File: src/sfpe_pkg.sv
// Function
// - Clear-flags command resets all three error flags
// - Command width follows protocol; chip select ends it
// - Misaligned chip select rise: nothing executed, latch kept; clear-flags, suspend, resume run at command byte
// - Address bits sampled on serial clock rising edge
// - Protected program: latch kept, bits 1, 4 set
// - Program timeout clears latch, sets program fail
// - Program only turns array bits one to zero
// - Five program codes: 02, A2, D2, 32, 38
// - Write-in-progress high while program runs
// - Every operation end clears write enable latch
// - Erase sets bits to one; 52/20, D8, C7/60
// - Erase without write enable ignored silently
// - Protected subsector erase: latch kept, bits 1, 5
// - Erase drives controller ready low, busy high
// - Erase timeout clears latch, sets erase error
// - Region erase takes any address, fills region
// - Whole erase refused if any sector locked
// - Region erases suspend and resume on command
// - Erases self-timed with three separate durations
// - Flag bit 4 marks program fail and protection
package sfpe_pkg;

  // Command codes
  localparam logic [7:0] CMD_CLR_FLAGS = 8'h50;
  localparam logic [7:0] CMD_PP = 8'h02;
  localparam logic [7:0] CMD_DUAL_PP = 8'hA2;
  localparam logic [7:0] CMD_XDUAL_PP = 8'hD2;
  localparam logic [7:0] CMD_QUAD_PP = 8'h32;
  localparam logic [7:0] CMD_XQUAD_PP = 8'h38;
  localparam logic [7:0] CMD_SSE_32K = 8'h52;
  localparam logic [7:0] CMD_SSE_4K = 8'h20;
  localparam logic [7:0] CMD_SE = 8'hD8;
  localparam logic [7:0] CMD_BE_A = 8'hC7;
  localparam logic [7:0] CMD_BE_B = 8'h60;
  localparam logic [7:0] CMD_WREN = 8'h06;
  localparam logic [7:0] CMD_WRDI = 8'h04;
  localparam logic [7:0] CMD_SUSPEND = 8'h75;
  localparam logic [7:0] CMD_RESUME = 8'h7A;

  // Lane modes
  localparam logic [1:0] LANE_1 = 2'h0;
  localparam logic [1:0] LANE_2 = 2'h1;
  localparam logic [1:0] LANE_4 = 2'h2;

  // Erase region codes
  localparam logic [1:0] ERSZ_4K = 2'h0;
  localparam logic [1:0] ERSZ_32K = 2'h1;
  localparam logic [1:0] ERSZ_64K = 2'h2;
  localparam logic [1:0] ERSZ_ALL = 2'h3;

  // Frame layout
  localparam logic [1:0] ADDR_LAST = 2'h2;
  localparam logic [3:0] BITS_PER_BYTE = 4'h8;
  localparam logic [8:0] PAGE_BYTES = 9'h100;
  localparam int SECTORS = 256;

  // Values after reset
  localparam logic WEL_RST = 1'b0;
  localparam logic WIP_RST = 1'b0;
  localparam logic READY_RST = 1'b1;

  // Timing
  localparam int CLK_MHZ = 40;
  localparam int PROG_TIME_US = 500;
  localparam int SUBSECTOR_ERASE_TIME_US = 2000;
  localparam int SECTOR_ERASE_TIME_US = 5000;
  localparam int WHOLE_DEVICE_ERASE_TIME_US = 100000;
  localparam int PROG_CYCLES = PROG_TIME_US * CLK_MHZ;
  localparam int SUBSECTOR_ERASE_CYCLES = SUBSECTOR_ERASE_TIME_US * CLK_MHZ;
  localparam int SECTOR_ERASE_CYCLES = SECTOR_ERASE_TIME_US * CLK_MHZ;
  localparam int WHOLE_DEVICE_ERASE_CYCLES = WHOLE_DEVICE_ERASE_TIME_US * CLK_MHZ;
  localparam int TMR_W = 32;

  typedef enum logic [3:0] {
    FR_CMD = 4'h1,
    FR_ADDR = 4'h2,
    FR_DATA = 4'h4,
    FR_SKIP = 4'h8
  } sfpe_frame_e;

  function automatic logic isProgCode(input logic [7:0] c);
    return (c == CMD_PP) || (c == CMD_DUAL_PP) || (c == CMD_XDUAL_PP) ||
           (c == CMD_QUAD_PP) || (c == CMD_XQUAD_PP);
  endfunction

  function automatic logic isRegionEraseCode(input logic [7:0] c);
    return (c == CMD_SSE_32K) || (c == CMD_SSE_4K) || (c == CMD_SE);
  endfunction

  function automatic logic isBulkCode(input logic [7:0] c);
    return (c == CMD_BE_A) || (c == CMD_BE_B);
  endfunction

  function automatic logic [1:0] eraseSizeOf(input logic [7:0] c);
    logic [1:0] s;
    s = ERSZ_ALL;
    if (c == CMD_SSE_4K) s = ERSZ_4K;
    else if (c == CMD_SSE_32K) s = ERSZ_32K;
    else if (c == CMD_SE) s = ERSZ_64K;
    return s;
  endfunction

  // Extended protocol widens address or data lanes for some program codes
  function automatic logic [1:0] phaseLanes(input logic [1:0] proto, input logic inAddr,
                                            input logic inData, input logic [7:0] c);
    logic [1:0] w;
    w = proto;
    if (proto == LANE_1 && inData && (c == CMD_DUAL_PP || c == CMD_XDUAL_PP)) w = LANE_2;
    if (proto == LANE_1 && inData && (c == CMD_QUAD_PP || c == CMD_XQUAD_PP)) w = LANE_4;
    if (proto == LANE_1 && inAddr && c == CMD_XDUAL_PP) w = LANE_2;
    if (proto == LANE_1 && inAddr && c == CMD_XQUAD_PP) w = LANE_4;
    return w;
  endfunction

endpackage

File: src/sfpe_flash_ctrl.sv
`timescale 1ns/100ps
module sfpe_flash_ctrl
  import sfpe_pkg::*;
#(
  parameter int unsigned PROG_CYC = PROG_CYCLES,
  parameter int unsigned SSE_CYC = SUBSECTOR_ERASE_CYCLES,
  parameter int unsigned SE_CYC = SECTOR_ERASE_CYCLES,
  parameter int unsigned BE_CYC = WHOLE_DEVICE_ERASE_CYCLES
) (
  // System
  input wire logic clk,
  input wire logic rst_b,
  // Serial link
  input wire logic csB,
  input wire logic sclk,
  input wire logic [3:0] dqIn,
  // Configuration
  input wire logic [1:0] laneMode,
  input wire logic [SECTORS-1:0] sectorLock,
  // Array port
  input wire logic [7:0] arrayRdData,
  input wire logic arrayVerifyOk,
  output logic [23:0] arrayAddr,
  output logic [7:0] arrayWrData,
  output logic arrayWrEn,
  output logic arrayEraseEn,
  output logic [1:0] arrayEraseSize,
  // Status
  output logic wipFlag,
  output logic welFlag,
  output logic [7:0] flagStatus
);

  // Link synchronisers
  logic [2:0] csSync_q;
  logic [2:0] sclkSync_q;
  logic [3:0] dqMeta_q;
  logic [3:0] dqSync_q;

  always_ff @(posedge clk or negedge rst_b) begin
    if (!rst_b) begin
      csSync_q <= 3'h7;
      sclkSync_q <= 3'h0;
      dqMeta_q <= 4'h0;
      dqSync_q <= 4'h0;
    end else begin
      csSync_q <= {csSync_q[1:0], csB};
      sclkSync_q <= {sclkSync_q[1:0], sclk};
      dqMeta_q <= dqIn;
      dqSync_q <= dqMeta_q;
    end
  end

  wire csActive = ~csSync_q[1];
  wire csRise = csSync_q[1] & ~csSync_q[2];
  wire sclkRise = sclkSync_q[1] & ~sclkSync_q[2];
  wire bitStrobe = csActive && sclkRise;

  // Frame receiver
  sfpe_frame_e frame_q;
  sfpe_frame_e frame_d;
  logic [7:0] cmd_q;
  logic [7:0] shift_q;
  logic [3:0] bitCnt_q;
  logic [23:0] addr_q;
  logic [1:0] addrBytes_q;
  logic addrDone_q;
  logic [8:0] dataCnt_q;

  wire [1:0] lanes = phaseLanes(laneMode, frame_q == FR_ADDR, frame_q == FR_DATA, cmd_q);
  wire [3:0] laneStep = (lanes == LANE_4) ? 4'h4 : (lanes == LANE_2) ? 4'h2 : 4'h1;
  wire [7:0] shiftNext = (lanes == LANE_4) ? {shift_q[3:0], dqSync_q} :
                         (lanes == LANE_2) ? {shift_q[5:0], dqSync_q[1:0]} :
                         {shift_q[6:0], dqSync_q[0]};
  wire [3:0] bitSum = bitCnt_q + laneStep;
  wire byteDone = bitStrobe && (bitSum == BITS_PER_BYTE);
  wire cmdByte = byteDone && (frame_q == FR_CMD);
  wire addrByte = byteDone && (frame_q == FR_ADDR);
  wire dataByte = byteDone && (frame_q == FR_DATA);
  wire [7:0] bufIdx = addr_q[7:0] + dataCnt_q[7:0];

  always_comb begin
    frame_d = frame_q;
    case (frame_q)
      FR_CMD: begin
        if (byteDone) begin
          frame_d = (isProgCode(shiftNext) || isRegionEraseCode(shiftNext)) ? FR_ADDR : FR_SKIP;
        end
      end
      FR_ADDR: begin
        if (byteDone && addrBytes_q == ADDR_LAST) begin
          frame_d = isProgCode(cmd_q) ? FR_DATA : FR_SKIP;
        end
      end
      FR_DATA: frame_d = FR_DATA;
      FR_SKIP: frame_d = FR_SKIP;
      default: frame_d = FR_CMD;
    endcase
  end

  // Chip select high ends any frame at once
  always_ff @(posedge clk or negedge rst_b) begin
    if (!rst_b) begin
      frame_q <= FR_CMD;
      bitCnt_q <= 4'h0;
      shift_q <= 8'h00;
    end else if (!csActive) begin
      frame_q <= FR_CMD;
      bitCnt_q <= 4'h0;
    end else if (bitStrobe) begin
      frame_q <= frame_d;
      shift_q <= shiftNext;
      bitCnt_q <= byteDone ? 4'h0 : bitSum;
    end
  end

  always_ff @(posedge clk or negedge rst_b) begin
    if (!rst_b) begin
      cmd_q <= 8'h00;
      addr_q <= 24'h000000;
      addrBytes_q <= 2'h0;
      addrDone_q <= 1'b0;
      dataCnt_q <= 9'h000;
    end else if (!csActive) begin
      addrBytes_q <= 2'h0;
      addrDone_q <= 1'b0;
      dataCnt_q <= 9'h000;
    end else begin
      if (cmdByte) cmd_q <= shiftNext;
      if (addrByte) begin
        addr_q <= {addr_q[15:0], shiftNext};
        addrBytes_q <= addrBytes_q + 2'h1;
        addrDone_q <= (addrBytes_q == ADDR_LAST);
      end
      if (dataByte && dataCnt_q != PAGE_BYTES) dataCnt_q <= dataCnt_q + 9'h001;
    end
  end

  // Command evaluation at the chip select rise; clear-flags, suspend and resume at their command byte
  logic wel_q;
  logic wip_q;
  logic ready_q;
  logic eraseSusp_q;
  logic eraseErr_q;
  logic progErr_q;
  logic protErr_q;
  logic opIsErase_q;
  logic opBulk_q;
  logic [7:0] suspSect_q;
  logic [TMR_W-1:0] suspRemain_q;
  logic wrActive_q;
  logic timerDone;
  logic [TMR_W-1:0] timerRemain;

  wire [7:0] sect = addr_q[23:16];
  wire aligned = (bitCnt_q == 4'h0);
  wire cmdIsProg = isProgCode(cmd_q);
  wire cmdIsRegion = isRegionEraseCode(cmd_q);
  wire cmdIsBulk = isBulkCode(cmd_q);
  // Only whole bytes after a complete header count
  wire frameOk = aligned && (cmdIsProg ? (frame_q == FR_DATA && dataCnt_q != 9'h000) :
                             cmdIsBulk ? (frame_q != FR_CMD) : addrDone_q);
  wire progReq = csRise && cmdIsProg && frameOk && wel_q && !wip_q;
  wire progLockHit = sectorLock[sect];
  wire progSuspHit = eraseSusp_q && (suspSect_q == sect);
  wire progProtFire = progReq && progLockHit;
  wire progSuspFire = progReq && !progLockHit && progSuspHit;
  wire startProg = progReq && !progLockHit && !progSuspHit;
  wire eraseReq = csRise && (cmdIsRegion || cmdIsBulk) && frameOk && wel_q && !wip_q &&
                  !eraseSusp_q;
  wire eraseLockHit = cmdIsBulk ? (|sectorLock) : sectorLock[sect];
  wire eraseProtFire = eraseReq && eraseLockHit;
  wire startErase = eraseReq && !eraseLockHit;
  wire clrFlags = cmdByte && (shiftNext == CMD_CLR_FLAGS);
  wire suspendCmd = cmdByte && (shiftNext == CMD_SUSPEND) && wip_q && opIsErase_q &&
                    !opBulk_q && !timerDone;
  wire resumeCmd = cmdByte && (shiftNext == CMD_RESUME) && eraseSusp_q && !wip_q;
  wire weSet = csRise && aligned && frame_q != FR_CMD && cmd_q == CMD_WREN;
  // A pending protection error keeps the latch against write disable until flags are cleared; an operation end still clears it
  wire weClr = csRise && aligned && frame_q != FR_CMD && cmd_q == CMD_WRDI && !protErr_q;
  wire opDone = timerDone && wip_q;
  wire opFail = opDone && !arrayVerifyOk;
  wire [1:0] eraseSize = eraseSizeOf(cmd_q);
  wire [TMR_W-1:0] eraseCyc = cmdIsBulk ? BE_CYC[TMR_W-1:0] :
                              (cmd_q == CMD_SE) ? SE_CYC[TMR_W-1:0] : SSE_CYC[TMR_W-1:0];
  wire [TMR_W-1:0] timerLoad = startProg ? PROG_CYC[TMR_W-1:0] :
                               startErase ? eraseCyc : suspRemain_q;
  wire [23:0] eraseBase = (eraseSize == ERSZ_4K) ? {addr_q[23:12], 12'h000} :
                          (eraseSize == ERSZ_32K) ? {addr_q[23:15], 15'h0000} :
                          (eraseSize == ERSZ_64K) ? {addr_q[23:16], 16'h0000} :
                          24'h000000;

  sfpe_op_timer u_timer (
    .clk(clk),
    .rst_b(rst_b),
    .start(startProg || startErase || resumeCmd),
    .stop(suspendCmd),
    .loadVal(timerLoad),
    .done(timerDone),
    .running(),
    .remaining(timerRemain)
  );

  // Latch and busy flags
  always_ff @(posedge clk or negedge rst_b) begin
    if (!rst_b) begin
      wel_q <= WEL_RST;
      wip_q <= WIP_RST;
      ready_q <= READY_RST;
    end else begin
      if (weSet) wel_q <= 1'b1;
      if (weClr || opDone) wel_q <= 1'b0;
      if (startProg || startErase || resumeCmd) begin
        wip_q <= 1'b1;
        ready_q <= 1'b0;
      end
      if (opDone || suspendCmd) begin
        wip_q <= 1'b0;
        ready_q <= 1'b1;
      end
    end
  end

  // Error flags: a set in the clear cycle wins
  always_ff @(posedge clk or negedge rst_b) begin
    if (!rst_b) begin
      eraseErr_q <= 1'b0;
      progErr_q <= 1'b0;
      protErr_q <= 1'b0;
    end else begin
      if (clrFlags) begin
        eraseErr_q <= 1'b0;
        progErr_q <= 1'b0;
        protErr_q <= 1'b0;
      end
      if (progProtFire || eraseProtFire) protErr_q <= 1'b1;
      if (progProtFire || progSuspFire) progErr_q <= 1'b1;
      if (opFail && !opIsErase_q) progErr_q <= 1'b1;
      if (eraseProtFire || (opFail && opIsErase_q)) eraseErr_q <= 1'b1;
    end
  end

  // Operation context and erase suspension
  always_ff @(posedge clk or negedge rst_b) begin
    if (!rst_b) begin
      opIsErase_q <= 1'b0;
      opBulk_q <= 1'b0;
      eraseSusp_q <= 1'b0;
      suspSect_q <= 8'h00;
      suspRemain_q <= '0;
    end else begin
      if (startProg) opIsErase_q <= 1'b0;
      if (startErase) begin
        opIsErase_q <= 1'b1;
        opBulk_q <= cmdIsBulk;
        suspSect_q <= sect;
      end
      if (suspendCmd) begin
        eraseSusp_q <= 1'b1;
        suspRemain_q <= timerRemain;
      end
      if (resumeCmd) begin
        eraseSusp_q <= 1'b0;
        opIsErase_q <= 1'b1;
      end
    end
  end

  // Page buffer and array write-back
  logic [7:0] pageBuf [PAGE_BYTES];
  logic wrPhase_q;
  logic [8:0] wrIdx_q;
  logic [8:0] wrCnt_q;
  logic [23:0] progAddr_q;
  logic [23:0] arrayAddr_q;
  logic [7:0] arrayWrData_q;
  logic arrayWrEn_q;
  logic arrayEraseEn_q;
  logic [1:0] arrayEraseSize_q;

  wire [7:0] wrOff = progAddr_q[7:0] + wrIdx_q[7:0];
  wire [8:0] wrIdxNext = wrIdx_q + 9'h001;

  // Only idle frames may refill the buffer; every byte beyond a page lands on the start offset
  always_ff @(posedge clk) begin
    if (dataByte && !wip_q && !wrActive_q) pageBuf[bufIdx] <= shiftNext;
  end

  always_ff @(posedge clk or negedge rst_b) begin
    if (!rst_b) begin
      wrActive_q <= 1'b0;
      wrPhase_q <= 1'b0;
      wrIdx_q <= 9'h000;
      wrCnt_q <= 9'h000;
      progAddr_q <= 24'h000000;
    end else if (startProg) begin
      wrActive_q <= 1'b1;
      wrPhase_q <= 1'b0;
      wrIdx_q <= 9'h000;
      wrCnt_q <= dataCnt_q;
      progAddr_q <= addr_q;
    end else if (wrActive_q) begin
      wrPhase_q <= ~wrPhase_q;
      if (wrPhase_q) begin
        wrIdx_q <= wrIdxNext;
        wrActive_q <= (wrIdxNext != wrCnt_q);
      end
    end
  end

  // Address phase, then read-modify-write of one byte
  always_ff @(posedge clk or negedge rst_b) begin
    if (!rst_b) begin
      arrayAddr_q <= 24'h000000;
      arrayWrData_q <= 8'hFF;
      arrayWrEn_q <= 1'b0;
      arrayEraseEn_q <= 1'b0;
      arrayEraseSize_q <= ERSZ_4K;
    end else begin
      arrayWrEn_q <= wrActive_q && wrPhase_q;
      arrayEraseEn_q <= startErase;
      if (wrActive_q && !wrPhase_q) arrayAddr_q <= {progAddr_q[23:8], wrOff};
      if (wrActive_q && wrPhase_q) arrayWrData_q <= arrayRdData & pageBuf[wrOff];
      if (startErase) begin
        arrayAddr_q <= eraseBase;
        arrayEraseSize_q <= eraseSize;
      end
    end
  end

  assign arrayAddr = arrayAddr_q;
  assign arrayWrData = arrayWrData_q;
  assign arrayWrEn = arrayWrEn_q;
  assign arrayEraseEn = arrayEraseEn_q;
  assign arrayEraseSize = arrayEraseSize_q;
  assign wipFlag = wip_q;
  assign welFlag = wel_q;
  assign flagStatus = {ready_q, eraseSusp_q, eraseErr_q, progErr_q, 2'h0, protErr_q, 1'b0};
endmodule // sfpe_flash_ctrl

File: src/sfpe_op_timer.sv
`timescale 1ns/100ps
module sfpe_op_timer
  import sfpe_pkg::*;
(
  // System
  input wire logic clk,
  input wire logic rst_b,
  // Control
  input wire logic start,
  input wire logic stop,
  input wire logic [TMR_W-1:0] loadVal,
  // Result
  output logic done,
  output logic running,
  output logic [TMR_W-1:0] remaining
);

  logic done_q;
  logic running_q;
  logic [TMR_W-1:0] remaining_q;
  wire lastTick = running_q && (remaining_q <= {{(TMR_W-1){1'b0}}, 1'b1});

  // Stop keeps the count so a suspended erase can pick it up later
  always_ff @(posedge clk or negedge rst_b) begin
    if (!rst_b) begin
      done_q <= 1'b0;
      running_q <= 1'b0;
      remaining_q <= '0;
    end else begin
      done_q <= 1'b0;
      if (start) begin
        running_q <= 1'b1;
        remaining_q <= loadVal;
      end else if (stop) begin
        running_q <= 1'b0;
      end else if (lastTick) begin
        running_q <= 1'b0;
        remaining_q <= '0;
        done_q <= 1'b1;
      end else if (running_q) begin
        remaining_q <= remaining_q - {{(TMR_W-1){1'b0}}, 1'b1};
      end
    end
  end

  assign done = done_q;
  assign running = running_q;
  assign remaining = remaining_q;
endmodule // sfpe_op_timer

File: config.mk
export PLATFORM = sky130hd
export DESIGN_NAME = sfpe_flash_ctrl
export DESIGN_NICKNAME = d
export VERILOG_FILES = /design/src/sfpe_pkg.sv /design/src/sfpe_flash_ctrl.sv /design/src/sfpe_op_timer.sv
export SDC_FILE = /design/constraint.sdc
export NUM_CORES = 2
export LEC_CHECK = 0
export BUFFER_PORTS_ARGS = -buffer_cell sky130_fd_sc_hd__buf_2
export CORE_MARGIN = 3
export CORE_UTILIZATION = 67
export CTS_CLUSTER_DIAMETER = 80
export CTS_CLUSTER_SIZE = 8
export DETAILED_ROUTE_END_ITERATION = 8
export PLACE_DENSITY = 0.9
export SLEW_MARGIN = 20
export SYNTH_ARGS = -nofsm -noshare
export SYNTH_HDL_FRONTEND = slang
export SYNTH_SLANG_ARGS = --single-unit
File: constraint.sdc
create_clock -name clk -period 33.6 [get_ports clk]
set_clock_uncertainty 0.15 [all_clocks]
set_input_delay 6.72 -clock clk [delete_from_list [all_inputs] [get_ports clk]]
set_output_delay 6.72 -clock clk [all_outputs]
set_load 0.05 [all_outputs]
After elaboration in Yosys (flattened, before gate mapping). Memories as Yosys holds them, arrays and structs flattened. Index checks and enable logic that the tools add are counted.

Word-level logic and storage cells: 286. Memories kept: 1. Output and inout port bits: 46. Flip-flop bits (word level): 236. Bits in writable memories: 2048.

$lt $le $gt $ge: 2. $add $sub $neg: 7. Equality and inequality tests: 40. Reductions and logical operators: 116. Muxes and demuxes: 77. Bitwise gates (word level): 7.

Memory list: pageBuf (depth 256, width 8, rd ports 1, clocked after memory_dff 0, wr ports 1, RTL line sfpe_flash_ctrl.sv:270) `logic [7:0] pageBuf [PAGE_BYTES];`.

Operator list (count): 256-bit OR reduction (1); 32-bit two-way mux (6); 24-bit two-way mux (5); 8-bit == test (second input constant) (7); 1-bit logical AND (54); 8-bit by 6-bit == test with 1-bit output (second input constant) (6); 8-bit by 7-bit == test with 1-bit output (second input constant) (6); 9-bit two-way mux (5); 1-bit two-way mux (36); 4-bit two-way mux (9); 32-bit by 1-bit less-or-equal comparator with 1-bit output (second input constant) (1); 32-bit by 1-bit subtractor with 32-bit output (second input constant) (1); 1-bit logical OR (24); 22-bit two-way mux (1); 2-bit nonzero test (11); 9-bit by 1-bit adder with 9-bit output (second input constant) (2); 18-bit two-way mux (1); 2-bit two-way mux (9); 8-bit adder (2); 8-bit by 2-bit == test with 1-bit output (second input constant) (2); 8-bit by 3-bit == test with 1-bit output (second input constant) (2); 8-bit two-way mux (2); 4-bit one-hot mux with 4 select lines (1); 1-bit zero test (12); other kinds (27) (43).

Logic depth before layout (Yosys ltp).
Depth in word-level cells: 21. Depth in mapped cells: 24. Gate-level depth less buffers: 20.

Cells and area by module. A second synthesis with hierarchy kept.

Cells, all modules: 5692. Area, all modules: 95848.2 um2.

By module, submodules not included: sfpe_flash_ctrl (cells each 5451, area an instance 93678.6 um2, sequential area each 66570.1 um2, times used 1); sfpe_op_timer (cells each 241, area an instance 2169.6 um2, sequential area each 850.8 um2, times used 1).

Worst setup path before layout. OpenSTA, ideal clock, no wires.

Path type: in2reg. Start: in laneMode[0]. End: reg u_timer.remaining_q[7], in the netlist u_timer.remaining[7]. Setup time: 0.129 ns. Setup slack: 16.799 ns. Arrival: 16.522 ns. Required time: 33.321 ns. Cell stages on the path: 12. Cells stage by stage: nor4_1 a21oi_1 ha_1 buf_2 mux2i_1 o21ai_1 nand3_1 o41ai_2 and3_1 buf_2 nor3_1 a2111o_1.

Elaborated cells on any way between the ends: 36. Those cells by class: add/sub (1); eq/ne (6); mux (9); reduce/logical (20).

RTL lines: start, declared (RTL line sfpe_flash_ctrl.sv:18) `input wire logic [1:0] laneMode,`; 2-bit zero test; 1-bit logical AND (RTL line sfpe_pkg.sv:109, sfpe_pkg.sv:110); 1-bit logical AND (RTL line sfpe_pkg.sv:109) `if (proto == LANE_1 && inData && (c == CMD_DUAL_PP || c == CMD_XDUAL_PP)) w = LANE_2;`; 2-bit two-way mux (RTL line sfpe_pkg.sv:109); 2-bit two-way mux (RTL line sfpe_pkg.sv:110) `if (proto == LANE_1 && inData && (c == CMD_QUAD_PP || c == CMD_XQUAD_PP)) w = LANE_4;`; 2-bit two-way mux (RTL line sfpe_pkg.sv:111) `if (proto == LANE_1 && inAddr && c == CMD_XDUAL_PP) w = LANE_2;`; 2-bit two-way mux (*) (RTL line sfpe_pkg.sv:112) `if (proto == LANE_1 && inAddr && c == CMD_XQUAD_PP) w = LANE_4;`; 2-bit by 1-bit == test with 1-bit output (RTL line sfpe_flash_ctrl.sv:73) `(lanes == LANE_2) ? {shift_q[5:0], dqSync_q[1:0]} :`; 8-bit two-way mux (RTL line sfpe_flash_ctrl.sv:73); 8-bit two-way mux (*) (RTL line sfpe_flash_ctrl.sv:72) `wire [7:0] shiftNext = (lanes == LANE_4) ? {shift_q[3:0], dqSync_q} :`; net shiftNext[2] (RTL line sfpe_flash_ctrl.sv:72); 8-bit by 7-bit == test with 1-bit output (RTL line sfpe_flash_ctrl.sv:175) `wire suspendCmd = cmdByte && (shiftNext == CMD_SUSPEND) && wip_q && opIsErase_q &&`; 1-bit logical AND (4 in series) (RTL line sfpe_flash_ctrl.sv:175); 1-bit logical AND (RTL line sfpe_flash_ctrl.sv:176) `!opBulk_q && !timerDone;`; 2-bit by 1-bit != test with 1-bit output (no source line); 2-bit AND reduction (no source line); end signal, assigned (RTL line sfpe_op_timer.sv:33) `remaining_q <= loadVal;`; end signal, assigned (RTL line sfpe_op_timer.sv:41) `remaining_q <= remaining_q - {{(TMR_W-1){1'b0}}, 1'b1};`; end, declared (RTL line sfpe_op_timer.sv:20) `logic [TMR_W-1:0] remaining_q;`.

Mark *: on every way through the listed nets, which the timed path passes. The rest lies on a longest branch. A chain may end at the register's enable or synchronous reset.

Worst setup path in the final report.
Start: in laneMode[0]. End: mem pageBuf[72][4] (enable).

Word-level cells in the longest chain between the ends: 18. Elaborated cells on any way between the ends: 23. Those cells by class: add/sub (1); eq/ne (3); mux (8); reduce/logical (11).

Ends and longest elaborated chain: 2-bit zero test; 1-bit logical AND (RTL line sfpe_pkg.sv:109, sfpe_pkg.sv:110); 1-bit logical AND (RTL line sfpe_pkg.sv:109); 2-bit two-way mux (RTL line sfpe_pkg.sv:109); 2-bit two-way mux (RTL line sfpe_pkg.sv:110); 2-bit two-way mux (RTL line sfpe_pkg.sv:111); 2-bit two-way mux (*) (RTL line sfpe_pkg.sv:112); 2-bit by 1-bit == test with 1-bit output (RTL line sfpe_flash_ctrl.sv:71) `wire [3:0] laneStep = (lanes == LANE_4) ? 4'h4 : (lanes == LANE_2) ? 4'h2 : 4'h1;`; 2-bit two-way mux (RTL line sfpe_flash_ctrl.sv:71); 3-bit two-way mux (*) (RTL line sfpe_flash_ctrl.sv:71); 4-bit by 3-bit adder with 4-bit output (*) (RTL line sfpe_flash_ctrl.sv:75) `wire [3:0] bitSum = bitCnt_q + laneStep;`; 4-bit == test (*) (RTL line sfpe_flash_ctrl.sv:76) `wire byteDone = bitStrobe && (bitSum == BITS_PER_BYTE);`; 1-bit logical AND (*) (RTL line sfpe_flash_ctrl.sv:76); 1-bit logical AND (*) (RTL line sfpe_flash_ctrl.sv:79) `wire dataByte = byteDone && (frame_q == FR_DATA);`; 1-bit logical AND (*) (2 in series) (RTL line sfpe_flash_ctrl.sv:286) `if (dataByte && !wip_q && !wrActive_q) pageBuf[bufIdx] <= shiftNext;`; 1-bit two-way mux (*) (RTL line sfpe_flash_ctrl.sv:286); 1-bit two-way mux (implied by the code) (*) (RTL line sfpe_flash_ctrl.sv:286); end, declared (RTL line sfpe_flash_ctrl.sv:270).

Every way passes the cells marked *; elsewhere a longest branch is shown, timed or not.

==> results.toml <==
[place]
io_buffers = 317
place.gp.congestion = 1.02
dpl_cell_area_mm2 = 0.0978
dp_hpwl_um = 173000

[floorplanning]
fp-row-count = 136
fp.dieW_um = 381
ioPinCount = 321
die_y_um = 381
core_area_mm2 = 0.139
start_util_pct = 68.0
die_area_mm2 = 0.145

[critical_path]
startpoint = "laneMode[0]"
r2r_cells = 16
worstSetupStartpointType = "primary input"
reg2reg_to = "pageBuf[72][4]"
critPathMaxStageDelay_ps = 800
crit_type = "primary input to flop"
crit_family = "simple AND/OR/NAND/NOR gates"
crit_arrival_ps = 13110
path_max_fanout = 13
ff2ff_setup_slack_ps = 25350
worstPathRequired_ps = 33970
worst_path_max_delay_cell = "nand2_1"
cp-end-kind = "flop"
r2r_start = "frame_q[1]"
path_cells = "buf_2, nor4_1, a21oi_1, inv_1, ha_1, ha_1, xnor2_1, nor3b_1, nor2b_1, nand2_1, nor4_2, nor3b_1, nand2_1, buf_4, nor2_1"
worst-path-buf-inv = 3

[synth]
synth_top_family_by_area = "multiplexers"
synth_top_area_share_pct = 65.3
synthMuxAreaShare_pct = 19.2
postSynth.asyncResetShare_pct = 10.3
synth_compound_area_share_pct = 2.06
postSynthAreaPerCell_um2 = 19.2
synth.distinct_cells = 81
synth_flop_cell = "edfxtp_1"
synthXorXnorAreaFrac_pct = 0.595
syn_area_mm2 = 0.0942
yosysWarnings = 0
netlist_instances = 4905
synth_area_leader_cell = "edfxtp_1"
synthTopCellsByArea = "edfxtp_1 (65%), mux4_2 (16%), dfrtp_1 (5.9%), mux2i_1 (2.2%), nor2_1 (1.5%)"
synthAdderAreaFrac_pct = 0.409
synth-seq-cells = 2284
synth-simple-area-share_pct = 4.78
synth_edf_count = 2048
ys_seq_area_share_pct = 71.6

[sta]
worst_pin_slew_ps = 1300
period_needed_ps = 12730
max_slew_margin_pct = 13.3
maxSlewViolCount = 0
period_share_pct = 37.9
setup_viol = 0
rsz0062_at_grt = "no"
timing.fmax_ghz = 0.0785
finalHoldViolations = 0
tns_ps = 0

[detailed_routing]
viasPerCell = 8.06
remaining_drc_errors = 68
wirelength_um = 323000
num_vias = 58900
drtIter0Drc = 11800
wl_per_cell_um = 44.1
final_antenna_net_count = 0
dr.pass1.iters = 9

[clock_network]
cts_setup_buffers = 0
root_buffer = "clkbuf_16"
postCtsHoldBufs = 0
clk_latency_ps = 930
post_cts_resized = 0
cts_sinks = 2284
cts_buffers = 335
cts_buffer_depth = 4
clk_pin_slew_ps = 50
htreeDepth = 5
cts_tree = "done"

[power_and_ir_drop]
leakage_nw = 35.2
p_per_area_mw_per_mm2 = 62.2
p_total_mw = 6.64
ir_drop_uv = 50.6

[outcome]
outcome = "complete, but fails checks"
violations = "design-rule violations"

[hold_path]
hp-class = "flop to flop"
min_to = "dqSync_q[3]"
hold_depth = 0
hp-start = "dqMeta_q[3]"

[global_route]
grt_pass1_wl_um = 454000
gr-total-overflow = 0
grt_start_max_net_pins = 191
track_usage_pct = 44.7
grt_pass1_vias = 57700
antenna_found_initial = 44

[flow_run]
drv_cap = 0

[finish]
fin_nets = 5658
fill_cells = 6544
finalInstanceArea_mm2 = 0.107
layout-area-overhead-vs-synth_pct = 13.4
drive_above_1_share_pct = 28.8
==> layout make-up <==
class | count | area (µm²) | area share [%]
clock inverter | 7 | 105 | 0.0984
antenna | 36 | 90.1 | 0.0844
tap | 1863 | 2330 | 2.18
multi-input combinational | 2301 | 25600 | 24.0
sequential | 2284 | 67400 | 63.1
clock buffer | 384 | 8720 | 8.16
timing repair buffer | 399 | 2330 | 2.18
inverter | 33 | 161 | 0.151
==> how the worst max path moves through the flow <==
stage	endpoint	slack, ps	cells after the start
2_1_floorplan	u_timer.remaining[7]	16800	12
3_3_place_gp	pageBuf[188][0]	21210	15
3_5_place_dp	pageBuf[204][3]	20750	15
4_1_cts	pageBuf[13][6]	21150	16
5_1_grt	pageBuf[72][4]	20980	15
6_report	pageBuf[72][4]	20870	15
==> cell families (layout without fill, tap and decap cells) <==
kind of cell	Yosys count	after routing
compound gates	284	284
other cells	1	39
mux	954	954
buf+inv	322	823
simple gates	967	967
xor+xnor	64	64
flops	2284	2284
fa+ha+maj	29	29
==> synthesized netlist by cell type (26+ instances only) <==
master    number
a21oi_1       49
a22oi_1       34
buf_1         67
buf_2         33
clkbuf_1     172
dfrtp_1      223
edfxtp_1    2048
ha_1          26
inv_1         32
mux2_2        72
mux2i_1      210
mux4_2       672
nand2_1      242
nand3_1       60
nand4_1       37
nor2_1       372
nor3_1        33
nor4_1       104
o21ai_0       64
xnor2_1       44
==> through the flow <==
step	util, %	cells	worst slack, ps	hold slack, ps
after floorplan	-	4907	16800	181
after global placement	70.6	6878	21210	187
after detailed placement	70.6	6878	20750	186
after CTS	77.0	7269	21150	196
after global routing	77.0	7282	20980	206
final	77.1	7307	20870	194
==> state kept, by name (all words and copies together), names as in the netlist, 9 cells and up <==
name	flops
addr_q	24
arrayAddr	24
dataCnt_q	9
pageBuf	2048
progAddr_q	24
suspRemain_q	32
u_timer.remaining	32
wrCnt_q	9
wrIdx_q	9
==> placed cells by master (no fill, tap or decap), types with 11 or more instances in the layout <==
master and instances:
buf_2 316, o211ai_1 13, dfstp_2 13, nor2b_1 17, dfrtp_1 220, mux2i_1 209
nand2_1 239, and2_1 11, or4_1 12, xnor2_1 40, diode_2 36, edfxtp_1 2048
xor2_1 19, nand4_1 37, buf_4 73, nand3_1 59, nor4_1 100, nor2_1 370
or3_1 16, nor3_1 32, mux4_2 672, o21ai_0 64, clkbuf_16 342, a21oi_1 49
a211oi_1 17, clkbuf_1 42, nand2b_1 17, a22oi_1 34, mux2_2 72, ha_1 25
inv_1 27
==> layer usage <==
| layer | up-vias | GRT usage, % | share of wire, % |
|---|---|---|---|
| met1 | 29200 | 57.6 | 31 |
| met4 | 22 | 30.0 | 8.9 |
| met2 | 7263 | 67.0 | 46 |
| met5 | - | 0 | 0.043 |
| met3 | 1607 | 13.3 | 15 |
| li1 | 20900 | - | - |
==> where the power goes <==
| part | switching, mW | internal, mW | total (mW) | leakage [nW] |
|---|---|---|---|---|
| registers | 0.00952 | 3.25 | 3.26 | 21.6 |
| clock network | 1.24 | 1.80 | 3.04 | 4.31 |
| logic | 0.292 | 0.0438 | 0.336 | 9.21 |
(Power assumes the default switching activity.)
